## config.mk

```make
export PLATFORM = sky130hd
export DESIGN_NAME = lpts_seq
export DESIGN_NICKNAME = d
export VERILOG_FILES = /design/src/lpts_pkg.sv /design/src/lpts_seq.sv /design/src/lpts_code_mem.sv /design/src/lpts_template_rom.sv
export SDC_FILE = /design/constraint.sdc
export NUM_CORES = 1
export LEC_CHECK = 0
export BUFFER_PORTS_ARGS = -buffer_cell sky130_fd_sc_hd__buf_2
export CAP_MARGIN = 10
export CORE_ASPECT_RATIO = 1.75
export CORE_UTILIZATION = 32
export DETAILED_ROUTE_END_ITERATION = 6
export PLACE_DENSITY = 0.56
export SYNTH_ARGS = -nofsm -noshare
export SYNTH_HDL_FRONTEND = slang
export SYNTH_SLANG_ARGS = --single-unit
```

## constraint.sdc

```tcl
create_clock -name clk_i -period 2.4 [get_ports clk_i]
set_input_delay 0.24 -clock clk_i [delete_from_list [all_inputs] [get_ports clk_i]]
set_output_delay 0.24 -clock clk_i [all_outputs]
set_load 0.1 [all_outputs]
```

## src/lpts_pkg.sv

```systemverilog
// Shared constants and types for the line pulse template sequencer
//
// Overview of operation
// - Eight writable 4-bit amplitude code slots
// - Slots reached through index and data registers
// - Slot 0 first after transmit clock falls
// - Slots 0-3 body, slots 4-7 opposite tail
// - Idle output grounded while other drives
// - Higher code gives larger monotonic amplitude
// - Seven built-in templates chosen by length
// - Flag 1, length 000 picks short template
// - Setting enable switches pulses to loaded codes
// - Slots read back through index and data
package lpts_pkg;

  // Timing
  localparam int unsigned CLK_HZ = 20_000_000;
  localparam int unsigned SLOTS = 8;
  localparam int unsigned BODY_SLOTS = 4;
  localparam int unsigned SLOT_W = 3;
  localparam int unsigned CODE_W = 4;
  localparam int unsigned ROWS = 7;

  // Register indices; byte address is four times the index
  localparam logic [5:0] IDX_LINE_LEN = 6'h14;
  localparam logic [5:0] IDX_CFG = 6'h15;
  localparam logic [5:0] IDX_CODE_INDEX = 6'h16;
  localparam logic [5:0] IDX_CODE_DATA = 6'h17;
  localparam logic [5:0] IDX_STATUS = 6'h18;

  // Field positions
  localparam int unsigned LL_SEL_BIT = 6;
  localparam int unsigned LL_FIELD_LSB = 0;
  localparam int unsigned CFG_CUST_BIT = 0;
  localparam int unsigned CFG_UNI_BIT = 1;

  // Values after reset, and the short template's slot 0 code
  localparam logic [7:0] LL_RST = 8'h00;
  localparam logic [7:0] CFG_RST = 8'h00;
  localparam logic [7:0] INDEX_RST = 8'h00;
  localparam logic [3:0] SHORT_SLOT0 = 4'hb;

  // Template source for one transmit clock cycle
  typedef enum logic [1:0] {
    SRC_IDLE = 2'b00,
    SRC_ROM = 2'b01,
    SRC_CUSTOM = 2'b10
  } lpts_src_t;

  // Slots 0..3 form the pulse body, 4..7 the tail
  function automatic logic lpts_is_body(input logic [2:0] slot);
    lpts_is_body = (slot < 3'(BODY_SLOTS));
  endfunction

endpackage

```

## src/lpts_seq.sv

```systemverilog
// Pulse template sequencer with Wishbone register slave
//
// Chosen here: register access over Wishbone.
module lpts_seq
  import lpts_pkg::*;
(
  input wire logic clk_i,
  input wire logic rst_i,
  input wire logic [7:0] wb_adr_i,
  input wire logic [31:0] wb_dat_i,
  output logic [31:0] wb_dat_o,
  input wire logic wb_we_i,
  input wire logic [3:0] wb_sel_i,
  input wire logic wb_cyc_i,
  input wire logic wb_stb_i,
  output logic wb_ack_o,
  input wire logic pulse_pos_i,
  input wire logic pulse_neg_i,
  output logic transmit_clock_out_o,
  output logic [3:0] dac_code_o,
  output logic line_out_pos_drive_o,
  output logic line_out_neg_drive_o,
  output logic line_out_pos_ground_o,
  output logic line_out_neg_ground_o
);
  import lpts_pkg::*;

  // Software visible registers
  logic [7:0] line_length_config;
  logic [7:0] pulse_config;
  logic [7:0] template_code_index;

  // Sequencer state
  logic [2:0] slot;
  logic [2:0] next_slot;
  logic pos_q;
  logic neg_q;
  lpts_src_t src_q;
  lpts_src_t next_src;
  logic [2:0] row_q;
  logic [2:0] out_slot;

  // Bus decode
  logic [5:0] idx;
  logic req;
  logic wr_take;
  logic rd_start;
  logic lane0;
  logic [7:0] rd_byte;

  // Code paths
  logic [3:0] seq_code;
  logic [3:0] bus_code;
  logic [3:0] rom_code;
  logic [3:0] cur_code;
  logic [3:0] next_code;
  logic pulse_on;
  logic body;
  logic next_pos_drive;
  logic next_neg_drive;
  logic custom_template_enable;
  logic template_select_flag;
  logic tx_unipolar_select;
  logic [2:0] line_length_field;
  logic code_we;

  // Field views of the registers
  assign custom_template_enable = pulse_config[CFG_CUST_BIT];
  assign tx_unipolar_select = pulse_config[CFG_UNI_BIT];
  assign template_select_flag = line_length_config[LL_SEL_BIT];
  assign line_length_field = line_length_config[LL_FIELD_LSB +: 3];

  // Wishbone decode; registers live in the low byte lane only
  assign idx = wb_adr_i[7:2];
  assign req = wb_cyc_i & wb_stb_i;
  assign lane0 = wb_sel_i[0];
  assign rd_start = req & ~wb_ack_o & ~wb_we_i;
  // A write lands on the edge where the master sees ack
  assign wr_take = req & wb_ack_o & wb_we_i & lane0;
  assign code_we = wr_take & (idx == IDX_CODE_DATA);

  // One wait state: ack follows the request by one cycle
  always_ff @(posedge clk_i) begin
    if (rst_i) begin
      wb_ack_o <= 1'b0;
    end else begin
      wb_ack_o <= req & ~wb_ack_o;
    end
  end

  // Register writes; unmapped indices are acked and ignored
  always_ff @(posedge clk_i) begin
    if (rst_i) begin
      line_length_config <= LL_RST;
      pulse_config <= CFG_RST;
      template_code_index <= INDEX_RST;
    end else if (wr_take) begin
      case (idx)
        IDX_LINE_LEN: begin
          line_length_config <= wb_dat_i[7:0];
        end
        IDX_CFG: begin
          pulse_config <= {6'h00, wb_dat_i[1:0]};
        end
        IDX_CODE_INDEX: begin
          template_code_index <= wb_dat_i[7:0];
        end
        default: begin
        end
      endcase
    end
  end

  // Read mux; data register returns the slot picked by index
  assign rd_byte =
    (idx == IDX_LINE_LEN) ? line_length_config :
    (idx == IDX_CFG) ? pulse_config :
    (idx == IDX_CODE_INDEX) ? template_code_index :
    (idx == IDX_CODE_DATA) ? {4'h0, bus_code} :
    (idx == IDX_STATUS) ? {2'b00, src_q, pulse_on, slot} :
    8'h00;

  // Read data is captured as ack rises and held until the next read
  always_ff @(posedge clk_i) begin
    if (rst_i) begin
      wb_dat_o <= 32'h0000_0000;
    end else if (rd_start) begin
      wb_dat_o <= {24'h00_0000, rd_byte};
    end
  end

  // Code slots; the sequencer reads one slot ahead so that the
  // registered read lines up with the slot counter
  lpts_code_mem #(
    .DEPTH(SLOTS),
    .WIDTH(CODE_W),
    .AW(SLOT_W)
  ) u_mem (
    .clk_i(clk_i),
    .we_i(code_we),
    .waddr_i(template_code_index[2:0]),
    .wdata_i(wb_dat_i[3:0]),
    .raddr_a_i(next_slot),
    .rdata_a_o(seq_code),
    .raddr_b_i(template_code_index[2:0]),
    .rdata_b_o(bus_code)
  );

  // Built-in templates indexed by the latched length range
  lpts_template_rom u_rom (
    .row_i(row_q),
    .slot_i(slot),
    .code_o(rom_code)
  );

  // Free-running slot counter: eight fast periods per transmit cycle
  assign next_slot = slot + 3'd1;

  always_ff @(posedge clk_i) begin
    if (rst_i) begin
      slot <= 3'd0;
    end else begin
      slot <= next_slot;
    end
  end

  // Source choice; unipolar mode leaves the shaper idle
  assign next_src = tx_unipolar_select ? SRC_IDLE :
                    custom_template_enable ? SRC_CUSTOM :
                    template_select_flag ? SRC_ROM : SRC_IDLE;

  // Pulse polarity, source and row are latched at the cycle
  // boundary so a mid-cycle length or config write never tears a pulse in half
  always_ff @(posedge clk_i) begin
    if (rst_i) begin
      pos_q <= 1'b0;
      neg_q <= 1'b0;
      src_q <= SRC_IDLE;
      row_q <= 3'd0;
    end else if (slot == 3'(SLOTS - 1)) begin
      pos_q <= pulse_pos_i & ~pulse_neg_i;
      neg_q <= pulse_neg_i & ~pulse_pos_i;
      src_q <= next_src;
      row_q <= line_length_field;
    end
  end

  // Code and steering for the current slot
  assign pulse_on = (pos_q | neg_q) & (src_q != SRC_IDLE);
  assign body = lpts_is_body(slot);
  assign cur_code = (src_q == SRC_CUSTOM) ? seq_code :
                    (src_q == SRC_ROM) ? rom_code : 4'h0;
  assign next_code = pulse_on ? cur_code : 4'h0;
  // Body on the pulse's own rail, tail on the other
  assign next_pos_drive = pulse_on & (body ? pos_q : neg_q);
  assign next_neg_drive = pulse_on & (body ? neg_q : pos_q);

  // Output stage; the transmit clock is low during the body slots
  // so slot 0 is applied on the edge that takes it low
  always_ff @(posedge clk_i) begin
    if (rst_i) begin
      transmit_clock_out_o <= 1'b1;
      dac_code_o <= 4'h0;
      line_out_pos_drive_o <= 1'b0;
      line_out_neg_drive_o <= 1'b0;
      line_out_pos_ground_o <= 1'b1;
      line_out_neg_ground_o <= 1'b1;
      out_slot <= 3'd0;
    end else begin
      transmit_clock_out_o <= ~body;
      dac_code_o <= next_code;
      line_out_pos_drive_o <= next_pos_drive;
      line_out_neg_drive_o <= next_neg_drive;
      line_out_pos_ground_o <= ~next_pos_drive;
      line_out_neg_ground_o <= ~next_neg_drive;
      out_slot <= slot;
    end
  end
endmodule

```

## src/lpts_code_mem.sv

```systemverilog
// Writable code slot memory with two registered read ports
module lpts_code_mem #(
  parameter int unsigned DEPTH = 8,
  parameter int unsigned WIDTH = 4,
  parameter int unsigned AW = 3
) (
  input wire logic clk_i,
  input wire logic we_i,
  input wire logic [AW-1:0] waddr_i,
  input wire logic [WIDTH-1:0] wdata_i,
  input wire logic [AW-1:0] raddr_a_i,
  output logic [WIDTH-1:0] rdata_a_o,
  input wire logic [AW-1:0] raddr_b_i,
  output logic [WIDTH-1:0] rdata_b_o
);
  logic [WIDTH-1:0] mem [DEPTH];

  // Port a feeds the sequencer, port b the bus readback
  always_ff @(posedge clk_i) begin
    if (we_i) begin
      mem[waddr_i] <= wdata_i;
    end
    rdata_a_o <= mem[raddr_a_i];
    rdata_b_o <= mem[raddr_b_i];
  end
endmodule

```

## src/lpts_template_rom.sv

```systemverilog
// Built-in pulse templates, one row per line length range
module lpts_template_rom
  import lpts_pkg::*;
(
  input wire logic [2:0] row_i,
  input wire logic [2:0] slot_i,
  output logic [3:0] code_o
);
  import lpts_pkg::*;

  // Slot 0 sits in the low nibble of each row
  localparam logic [31:0] TBL [ROWS] = '{
    32'h1233_aaab,
    32'h1234_aabc,
    32'h1245_bbce,
    32'h1356_bbde,
    32'h1358_bbef,
    32'h1358_abcf,
    32'h135a_aacf
  };

  logic [2:0] row;

  // Unused length code 7 falls back to the longest range
  assign row = (row_i > 3'(ROWS - 1)) ? 3'(ROWS - 1) : row_i;
  assign code_o = TBL[row][{slot_i, 2'b00} +: 4];
endmodule

```

== After elaboration in Yosys (flattened, before gate mapping) ==
Memory sizes are Yosys's and may differ from the RTL's. A register that Yosys moved wholly into a read port is not among the register bits.
Index checks and enable logic that the tools add are counted.

* Flip-flop bits (word level): 46
* Bits in latches: 0
* RAM bits: 32
* Memory bits (read-only): 256
* Bits of input ports: 51
* Output and inout port bits: 42
* Logic and storage cells: 75
* Memories kept: 2

* Add/subtract/negate cells: 1
* $mul: 0
* Div/mod/pow operators: 0
* Order comparisons: 3
* Eq/ne operators: 8
* Shift operators: 1
* Mux-type cells: 17
* Bitwise gates (word level): 22
* Reduce and logical (&&, ||, !) cells: 5

{| class="wikitable"
|+ Memories
! memory !! depth !! width !! rd ports !! clocked after Yosys merged registers in !! wr ports !! line !! source
|-
| (no name shown) || 8 || 32 || 1 || 0 || 0 || lpts_template_rom.sv:26 || <nowiki>assign code_o = TBL[row][{slot_i, 2'b00} +: 4];</nowiki>
|-
| u_mem.mem || 8 || 4 || 2 || 2 || 1 || lpts_code_mem.sv:16 || <nowiki>logic [WIDTH-1:0] mem [DEPTH];</nowiki>
|}

{| class="wikitable"
|+ Operator list
! kind !! count
|-
| 32-bit 2-to-1 mux || 2
|-
| 32-bit by 6-bit variable part select with 4-bit output || 1
|-
| 6-bit by 5-bit == test with 1-bit output (second input constant) || 5
|-
| 8-bit 2-to-1 mux || 3
|-
| 1-bit bitwise AND || 12
|-
| 6-bit 2-to-1 mux || 2
|-
| 4-bit 2-to-1 mux || 2
|-
| 1-bit NOT || 8
|-
| 2-bit AND reduction || 3
|-
| 1-bit 2-to-1 mux || 5
|-
| 4-bit >= comparator (second input constant) || 1
|-
| 2-bit 2-to-1 mux || 2
|-
| 3-bit NOT with 4-bit output || 1
|-
| 3-bit by 1-bit adder with 3-bit output (second input constant) || 1
|-
| 3-bit == test (second input constant) || 1
|-
| 3-bit greater-than comparator (second input constant) || 1
|-
| 3-bit less-than comparator (second input constant) || 1
|-
| 3-bit 2-to-1 mux || 1
|-
| 2-bit by 1-bit == test with 1-bit output (second input constant) || 1
|-
| 2-bit == test (second input constant) || 1
|-
| 2-bit nonzero test || 1
|-
| 2-bit OR reduction || 1
|-
| 1-bit bitwise OR || 1
|}

== Longest topological paths before layout ==
Gate-level depths: netlist of the first run.

* Word-level depth: 9
* Depth in mapped cells: 8
* Mapped depth without buffers: 8

== Cells and area by module ==
Synthesis of the first run repeated with hierarchy kept, for this count alone.

* Cells, all modules: 375
* Area total of the unflattened synthesis: 4251.6 um2

{| class="wikitable"
|+ By module, submodules not included
! module !! times used !! cells an instance !! area an instance (um2) !! seq. area each (um2)
|-
| lpts_seq || 1 || 252 || 2254.7 || 920.9
|-
| lpts_code_mem || 1 || 81 || 1720.4 || 1121.1
|-
| lpts_template_rom || 1 || 42 || 276.5 || 0.0
|}

== Worst setup path after synthesis of the first run ==
OpenSTA, ideal clock, no wires.

* Path kind: register to register
* From: register wb_ack_o
* To: memory u_mem.mem[1][0], enable pin
* Setup time: 0.361 ns
* Arrival: 2.094 ns
* Setup slack: -0.055 ns
* Cell stages (with the launch flop): 7
* Clock period less this slack: 2.455 ns
* Cell sequence: dfxtp_1 nand3_1 nor2_1 buf_2 and4_1 nand2_1 nor3_1

* Word-level cells in the longest chain between the ends: 6

{| class="wikitable"
|+ Ends and longest elaborated chain
! item !! line !! source
|-
| start: declaration || lpts_seq.sv:16 || <nowiki>output logic wb_ack_o,</nowiki>
|-
| start signal: assignment || lpts_seq.sv:87 || <nowiki>wb_ack_o <= req & ~wb_ack_o;</nowiki>
|-
| 1-bit bitwise AND (3 in a row) || lpts_seq.sv:79 || <nowiki>assign wr_take = req & wb_ack_o & wb_we_i & lane0;</nowiki>
|-
| 1-bit bitwise AND || lpts_seq.sv:80 || <nowiki>assign code_we = wr_take & (idx == IDX_CODE_DATA);</nowiki>
|-
| 1-bit 2-to-1 mux || lpts_code_mem.sv:20 || <nowiki>if (we_i) begin</nowiki>
|-
| 1-bit 2-to-1 mux (not written as such) || lpts_code_mem.sv:21 || <nowiki>mem[waddr_i] <= wdata_i;</nowiki>
|-
| end: declaration || lpts_code_mem.sv:16 ||
|}

Every way passes these cells.

== Worst setup path in the final report of the first run ==
* From: register row_q[1]
* To: register dac_code_o[0]

* Word-level cells in the longest chain between the ends: 9

{| class="wikitable"
|+ Ends and longest elaborated chain
! item !! line !! source
|-
| start: declaration || lpts_seq.sv:40 || <nowiki>logic [2:0] row_q;</nowiki>
|-
| start signal: assignment || lpts_seq.sv:184 || <nowiki>row_q <= line_length_field;</nowiki>
|-
| 3-bit greater-than comparator || lpts_template_rom.sv:25 || <nowiki>assign row = (row_i > 3'(ROWS - 1)) ? 3'(ROWS - 1) : row_i;</nowiki>
|-
| 3-bit 2-to-1 mux * || lpts_template_rom.sv:25 ||
|-
| 3-bit NOT with 4-bit output (not written as such) * || lpts_template_rom.sv:26 ||
|-
| memory 8 x 32 bit * || -- ||
|-
| 32-bit 2-to-1 mux (not written as such) * (2 in a row) || lpts_template_rom.sv:26 ||
|-
| 32-bit by 6-bit variable part select with 4-bit output * || lpts_template_rom.sv:26 ||
|-
| 4-bit 2-to-1 mux * || lpts_seq.sv:192 || <nowiki>(src_q == SRC_ROM) ? rom_code : 4'h0;</nowiki>
|-
| 4-bit 2-to-1 mux * || lpts_seq.sv:191 || <nowiki>assign cur_code = (src_q == SRC_CUSTOM) ? seq_code :</nowiki>
|-
| end signal: assignment || lpts_seq.sv:211 || <nowiki>dac_code_o <= next_code;</nowiki>
|-
| end: declaration || lpts_seq.sv:20 || <nowiki>output logic [3:0] dac_code_o,</nowiki>
|}

Mark *: on every way between the ends. The rest lies on a longest branch, timed or not. The select of a mux whose other input is x is not followed.
A chain may end at the register's enable or synchronous reset.

==> results of run 1 <==
==> worst reg2reg max path: stages, from the launching register on <==
cell and delay [ns]:
sky130_fd_sc_hd__dfxtp_1 0.40, sky130_fd_sc_hd__ha_1 0.34, sky130_fd_sc_hd__or2_2 0.19, sky130_fd_sc_hd__inv_1 0.07
sky130_fd_sc_hd__ha_1 0.20, sky130_fd_sc_hd__a2111oi_1 0.55, sky130_fd_sc_hd__nor3_1 0.09, sky130_fd_sc_hd__o311ai_1 0.12
sky130_fd_sc_hd__a21oi_1 0.11
==> cells in the mapped netlist (all sizes together) <==
cell / instances / area, µm²
o211ai: 1 / 7.510
o21ai: 6 / 30.02
a21oi: 37 / 185.2
a22oi: 4 / 30.03
inv: 10 / 37.53
a32o: 2 / 20.02
mux2i: 12 / 120.1
a222oi: 2 / 20.02
a22o: 2 / 17.52
dfxtp: 54 / 1081
o311a: 1 / 10.01
buf: 44 / 306.5
nand3: 19 / 95.09
nor2b: 8 / 50.05
nand2: 34 / 127.6
mux4: 10 / 225.2
o31ai: 1 / 7.510
nor2: 32 / 130.1
nor3: 10 / 72.57
ha: 10 / 125.1
nor4bb: 1 / 10.01
nor4: 2 / 12.51
nand2b: 14 / 87.58
or2: 3 / 18.77
o221ai: 3 / 26.28
a211oi: 5 / 42.54
or3: 4 / 25.02
a221oi: 4 / 35.03
nand3b: 3 / 22.52
nor4b: 1 / 23.77
a31oi: 2 / 12.51
nand4bb: 3 / 50.05
edfxtp: 32 / 960.9
o22ai: 3 / 18.77
and4b: 1 / 10.01
o311ai: 1 / 8.760
a2111oi: 1 / 8.760
clkbuf: 5 / 18.77
a21o: 2 / 15.01
and4bb: 1 / 12.51
conb: 1 / 3.750
and4: 1 / 8.760
mux2: 8 / 90.09
==> flip-flops by register name (all words and copies together) (netlist names), 2 cells and up <==
register,cells
pulse_config,2
row_q,3
u_mem.rdata_a_o,4
u_mem.mem,32
dac_code_o,4
src_q,2
template_code_index,8
wb_dat_o,8
line_length_config,8
slot,3
u_mem.rdata_b_o,4
==> worst max path at each step <==
stage | to | start | cells past startpoint
finish | dac_code_o[0] | row_q[1] | 8
global placement | dac_code_o[0] | row_q[1] | 8
CTS | dac_code_o[0] | row_q[1] | 8
floorplan | u_mem.mem[1][0] | wb_ack_o | 6
global route | dac_code_o[0] | row_q[1] | 8
detailed placement | dac_code_o[0] | row_q[1] | 8
==> cell type report <==
class	instances	area share (%)
Clock buffer	12	5.200
Clock inverter	4	0.9979
Sequential cell	86	42.88
Multi-Input combinational cell	278	39.97
Inverter	10	0.7878
Timing Repair Buffer	49	5.672
Tap cell	171	4.491
==> metal layers <==
layer,GRT usage (%),vias up,part of all wire [%]
met1,15.49,1481,34
met5,0,-,0
li1,-,1468,-
met2,29.52,122,56
met4,11.90,0,5.9
met3,3.435,36,4.1
==> logic make-up after synthesis <==
logic type	count (synthesis)
AOI/OAI and AO/OA	77
adders and majority gates	10
buffers and inverters	59
DFF	86
muxes	30
other	1
and+or+nand+nor	137
==> stage by stage <==
stage / utilization [%] / hold slack (ns) / area (µm²) / power, mW / cells
floorplan: - / 0.3389 / 4309 / 1.948 / 423
global placement: 34.72 / 0.4288 / 4468 / 1.986 / 594
detailed placement: 34.72 / 0.4407 / 4468 / 1.988 / 594
CTS: 37.02 / 0.1695 / 4763 / 3.356 / 610
global route: 37.02 / 0.1714 / 4765 / 3.446 / 610
finish: 37.02 / 0.1721 / 4765 / 3.329 / 610
==> power breakdown <==
part           leakage (nW)  switching [mW]  internal [mW]
clock network         0.146           0.536          0.835
registers             0.728          0.0193           1.53
logic                 0.871           0.319         0.0848
==> run summary, run 1 <==
STATUS
------------------------------------------------------------------------------------------
Status                                                                        finished, final reports clean

CELLS AND AREA
------------------------------------------------------------------------------------------
Most common cell after layout, fill and taps aside                            sky130_fd_sc_hd__dfxtp_1
Area growth from synthesis to layout                                                12.86%
Commonest cells after routing, fill and taps aside                            sky130_fd_sc_hd__dfxtp_1, sky130_fd_sc_hd__buf_2, sky130_fd_sc_hd__a21oi_1
Storage element area                                                              2043 µm²
Post-layout net count                                                                  495
Ratio of cells with drive above 1 in the final layout                               21.18%
Fillcell total                                                                        1305
Multi-input gate area                                                             1904 µm²
Number of diodes added for antenna fixing                                                0

WORST SETUP PATH
------------------------------------------------------------------------------------------
Maximum single-stage delay on the critical path                                    0.55 ns
Required time worst endpoint                                                       2.62 ns
Endpoint kind of the worst setup timing path                                     flip-flop
Path depth of the worst reg2reg path                                                     8
Buf/Inv on CP                                                                            1
Top cell family by delay on the critical path                                 compound AO/OA/AOI/OAI gates
Critical R2R Launch                                                               row_q[1]
Max stage delay cell, worst path                                              sky130_fd_sc_hd__a2111oi_1
Nature of the critical path startpoint                                           flip-flop
Most prevalent standard cell on the critical path                             sky130_fd_sc_hd__ha_1
Setup slack of the worst register-to-register path                                 0.22 ns
WS Path Type                                                                  flip-flop to flip-flop
Data arrival time of the critical path                                             2.40 ns
FF-to-FF End                                                                  dac_code_o[0]
CP max FO                                                                                6
List of cells traversed by the critical path                                  ha_1 > or2_2 > inv_1 > ha_1 > a2111oi_1 > nor3_1 > o311ai_1 > a21oi_1

PLACED DESIGN
------------------------------------------------------------------------------------------
Number of buffer cells added on primary ports                                           39
Post-placement setup slack                                                       0.2290 ns
Sum of net half-perimeters after detailed placement                                7657 µm
Weighted congestion reported at the end of routability-driven placement             0.8041

FLOORPLANNING
------------------------------------------------------------------------------------------
Count of pins on the block boundary                                                     93
Die Width                                                                         88.83 µm
Die outline height                                                                153.9 µm
Effective utilization at floorplan                                                  32.81%
Cell Rows                                                                               55
Area of the core region                                                          12870 µm²
Die area                                                                         13670 µm²

CTS
------------------------------------------------------------------------------------------
Number of resized instances in the post-cts repair step                                  0
Cts-stage hold buffer count                                                              0
CTS H-Tree Depth                                                                         3
Sinks on Clock Net                                                                      86
Buffers inserted by post-CTS timing repair                                               0
Maximum buffer depth of the clock tree                                                   2
Clock-pin slew on the worst setup and hold paths                                   0.06 ns
Inserted Clock Buffers                                                                   9
Cell at the root of the clock tree                                            sky130_fd_sc_hd__clkbuf_16
Clock insertion delay at the later pin of the skew report                          0.34 ns
CTS tree                                                                             built

LOGIC SYNTHESIS
------------------------------------------------------------------------------------------
Netlist cell types                                                                      54
Count of synthesis-stage warnings from yosys                                             0
Combinational family with the most area after synthesis                       simple AND/OR/NAND/NOR gates
Fraction of the mapped netlist area in compound gates                               11.74%
Portion of the post-synthesis area used by sequential elements                      48.37%
Share of synthesized cell area in full adder, half adder and majority cells         2.964%
Fraction of the mapped netlist area in simple logic gates                           17.93%
Synthesized netlist cell count                                                         400
Synth Register Bits                                                                     86
Cell area after synthesis                                                         4222 µm²
Xor-xnor portion of the synthesized cell area                                           0%
Fraction of synthesized area in multiplexers                                        10.31%
Average cell area after synthesis                                                10.55 µm²

GRT
------------------------------------------------------------------------------------------
Global-route wire length before repair                                            16380 µm
Via count of the first global-routing pass                                            3141
Antenna violations before repair                                                         0
Maximum number of pins on one net before global-route repair                            32
Combined global-route utilization of all metal layers                               16.29%
Total congestion overflow                                                                0

DETAILED ROUTING
------------------------------------------------------------------------------------------
Routed vias                                                                           3107
First DRT Iteration DRCs                                                               185
Antenna viol nets, final                                                                 0
Post-detailed-route wirelength per cell                                           16.73 µm
Number of detailed-routing iterations run before antenna repair                          4
DRC Markers                                                                              0
Total Wirelength                                                                  10210 µm
Via count normalized by instance count                                               5.093

POWER AND IR DROP
------------------------------------------------------------------------------------------
Pwr Density                                                                   698.7 nW/µm²
Worst vdd ir                                                                      284.2 µV
Leakage dissipation                                                               1.745 nW

STA
------------------------------------------------------------------------------------------
Number of endpoints failing setup at the final stage                                     0
Peak clock frequency supported by timing                                         458.5 MHz
Worst Tran Pin Value                                                             0.7925 ns
Max Transition Viols Final                                                               0
Crit share post-route                                                               90.88%
Time the final worst path needs with I/O delays and setup                         2.181 ns
Worst slew slack as a fraction of its limit                                         46.76%
Final setup TNS                                                                       0 ns
Post-route clock skew                                                          0.008304 ns
Final Hold Viols                                                                         0
Worst setup slack after layout                                                   0.2190 ns
Setup repair after global routing missed its margin                                     no

MIN PATH
------------------------------------------------------------------------------------------
Hold Path End                                                                 template_code_index[7]
Number of cells on the worst hold path                                                   3
Hold crit path type                                                           input port to flip-flop
HP Start                                                                       wb_dat_i[7]

JOB
------------------------------------------------------------------------------------------
Number of max-cap violations                                                             0

Power figures use the tool's default switching activity.
==> run 2: changes to the inputs <==
--- a/config.mk
+++ b/config.mk
@@ -11,5 +11,5 @@
 export CORE_UTILIZATION = 32
 export DETAILED_ROUTE_END_ITERATION = 6
-export PLACE_DENSITY = 0.56
+export PLACE_DENSITY = 0.58
 export SYNTH_ARGS = -nofsm -noshare
 export SYNTH_HDL_FRONTEND = slang
==> constraint.sdc (replaced) <==
create_clock -name clk_i -period 1.8 [get_ports clk_i]
set_input_delay 0.18 -clock clk_i [delete_from_list [all_inputs] [get_ports clk_i]]
set_output_delay 0.18 -clock clk_i [all_outputs]
set_load 0.01 [all_outputs]
==> run 2 against run 1 <==
Power grew 27%. Clock-buffer cell count decreased by 2. Die area unchanged. Worst hold slack got worse by 0.072 ns. Utilization increased by 1.9 points. Critical path type unchanged. Critical endpoint is now dac_code_o[1]. Largest power group unchanged. Highest routed layer unchanged.
==> run summary, run 2 (synthesis gave the netlist of run 1 again) <==
WORST SETUP PATH
--------------------------------------------------------------------------------------
WS Path Type                                                              flip-flop to flip-flop
Endpoint kind of the worst setup timing path                                 flip-flop
Data arrival time of the critical path                                         1.98 ns   -0.42 ns
Required time worst endpoint                                                   2.03 ns   -0.59 ns
Nature of the critical path startpoint                                       flip-flop
CP max FO                                                                            4   -2

CELLS AND AREA
--------------------------------------------------------------------------------------
Largest register by flop count                                               u_mem.mem
Post-route design area                                                        5011 µm²   +5.2%
Most common cell after layout, fill and taps aside                        sky130_fd_sc_hd__dfxtp_1
Commonest cells after routing, fill and taps aside                        sky130_fd_sc_hd__dfxtp_1, sky130_fd_sc_hd__buf_2, sky130_fd_sc_hd__a21oi_1
Post-layout net count                                                              517   +4.4%
Ratio of cells with drive above 1 in the final layout                           27.77%   +6.6 points
Non-Filler Instances                                                               632   +3.6%
Number of diodes added for antenna fixing                                            0   unchanged
Area growth from synthesis to layout                                            18.70%
Max reg flops                                                                       32   unchanged
Fin util                                                                        38.94%   +1.9 points

CTS
--------------------------------------------------------------------------------------
Maximum buffer depth of the clock tree                                               2   unchanged
CTS H-Tree Depth                                                                     3   unchanged
CTS tree                                                                         built
Cts-stage hold buffer count                                                          0   unchanged
Sinks on Clock Net                                                                  86   unchanged
Clock-pin slew on the worst setup and hold paths                               0.07 ns   about the same
Clock insertion delay at the later pin of the skew report                      0.34 ns   about the same
Inserted Clock Buffers                                                               9   unchanged
Cell at the root of the clock tree                                        sky130_fd_sc_hd__clkbuf_16

GRT
--------------------------------------------------------------------------------------
Global-route wire length before repair                                        15550 µm   -5.1%
Total congestion overflow                                                            0   unchanged
Combined global-route utilization of all metal layers                           15.37%   -0.92 points
Maximum number of pins on one net before global-route repair                        26   -19%
Antenna violations before repair                                                     0   unchanged
Via count of the first global-routing pass                                        3057   -2.7%

STA
--------------------------------------------------------------------------------------
Post-route clock skew                                                       0.01106 ns   +0.002752 ns
Number of endpoints failing setup at the final stage                                 0   unchanged
Worst setup slack after layout                                              0.04717 ns   -0.1718 ns
Final Hold Slack                                                             0.1004 ns   -0.07164 ns
Final setup TNS                                                                   0 ns   unchanged
Time the final worst path needs with I/O delays and setup                     1.753 ns   -0.4282 ns
Final Hold Viols                                                                     0   unchanged
Worst slew slack as a fraction of its limit                                     62.37%   +16 points
Crit share post-route                                                           97.38%   +6.5 points
Max Transition Viols Final                                                           0   unchanged
Setup repair after global routing missed its margin                                yes
Peak clock frequency supported by timing                                     570.5 MHz   +24%
Worst Tran Pin Value                                                         0.5637 ns   -0.2288 ns

FLOORPLANNING
--------------------------------------------------------------------------------------
Cell Rows                                                                           55   unchanged
Die Width                                                                     88.83 µm   unchanged
Die area                                                                     13670 µm²   unchanged
Count of pins on the block boundary                                                 93   unchanged
Area of the core region                                                      12870 µm²   unchanged
Effective utilization at floorplan                                              32.81%   unchanged
Die outline height                                                            153.9 µm   unchanged

POWER AND IR DROP
--------------------------------------------------------------------------------------
Leakage dissipation                                                           1.859 nW   +6.5%
Worst vdd ir                                                                  321.0 µV   +13%
PnR Total Power                                                               4.213 mW   +27%
Pwr Density                                                               840.7 nW/µm²   +20%

DETAILED ROUTING
--------------------------------------------------------------------------------------
Routed vias                                                                       3126   +0.61%
First DRT Iteration DRCs                                                           162   -12%
Post-detailed-route wirelength per cell                                       15.80 µm   -5.6%
DRC Markers                                                                          0   unchanged
Total Wirelength                                                               9985 µm   -2.2%
Antenna viol nets, final                                                             0   unchanged
Number of detailed-routing iterations run before antenna repair                      6   +2
Via count normalized by instance count                                           4.946   -2.9%

PLACED DESIGN
--------------------------------------------------------------------------------------
Sum of net half-perimeters after detailed placement                            7508 µm   -2.0%
Post-placement setup slack                                                -0.002336 ns   -0.2313 ns
Number of instances in the placed design                                           614   +3.4%
Placed cell areas                                                             4619 µm²   +3.4%
Weighted congestion reported at the end of routability-driven placement         0.7979   -0.77%
Number of buffer cells added on primary ports                                       39   unchanged

JOB
--------------------------------------------------------------------------------------
Number of max-cap violations                                                         0   unchanged

STATUS
--------------------------------------------------------------------------------------
Status                                                                    finished, final reports clean

MIN PATH
--------------------------------------------------------------------------------------
Hold crit path type                                                       input port to flip-flop

[run 2: final timing paths]
check / slack (ns) / from / cells past startpoint / end
worst max-delay path: 0.05 / row_q[1] / 8 / dac_code_o[1]
worst min-delay path: 0.10 / wb_dat_i[4] / 3 / template_code_index[4]
worst max register to register: 0.05 / row_q[1] / 8 / dac_code_o[1]
worst min register to register: 0.46 / line_length_config[3] / 2 / line_length_config[3]
[run 2: timing repair]
item / in CTS / in global routing
gates resized for setup: 1 / 17
setup endpoints to repair: 1 / 11
buffers inserted: 0 / 2
pin swaps: 0 / 7
[run 2: layer usage]
metal	part of all wire (%)	vias up	track usage, %
met5	0	-	0
met2	55	113	28.72
met1	36	1471	15.24
met3	3.6	31	2.630
li1	-	1511	-
met4	4.6	0	8.909
[run 2: final cells by class]
type / instances / area [µm²]
inverter: 10 / 37.54
timing repair buffer: 71 / 439.2
multi-input combinational: 278 / 1974
clock inverter: 6 / 51.30
sequential: 86 / 2044
clock buffer: 10 / 250.2
fill: 1295 / 7858
tap: 171 / 214.0
[run 2: worst max-delay path, stage by stage (launching register included)]
cell and delay, ns:
sky130_fd_sc_hd__dfxtp_2 0.33, sky130_fd_sc_hd__buf_4 0.15, sky130_fd_sc_hd__or2_4 0.26, sky130_fd_sc_hd__ha_1 0.29, sky130_fd_sc_hd__nor2_1 0.09, sky130_fd_sc_hd__a21oi_1 0.06, sky130_fd_sc_hd__nor4_1 0.22, sky130_fd_sc_hd__nand4bb_1 0.16
sky130_fd_sc_hd__a31oi_1 0.07
[run 2: report_power, final]
part / switching (mW) / internal (mW) / total, mW / leakage [nW]
logic: 0.183 / 0.133 / 0.315 / 0.986
clock network: 0.802 / 1.04 / 1.84 / 0.145
registers: 0.0154 / 2.04 / 2.06 / 0.728
total: 1.00 / 3.21 / 4.21 / 1.86
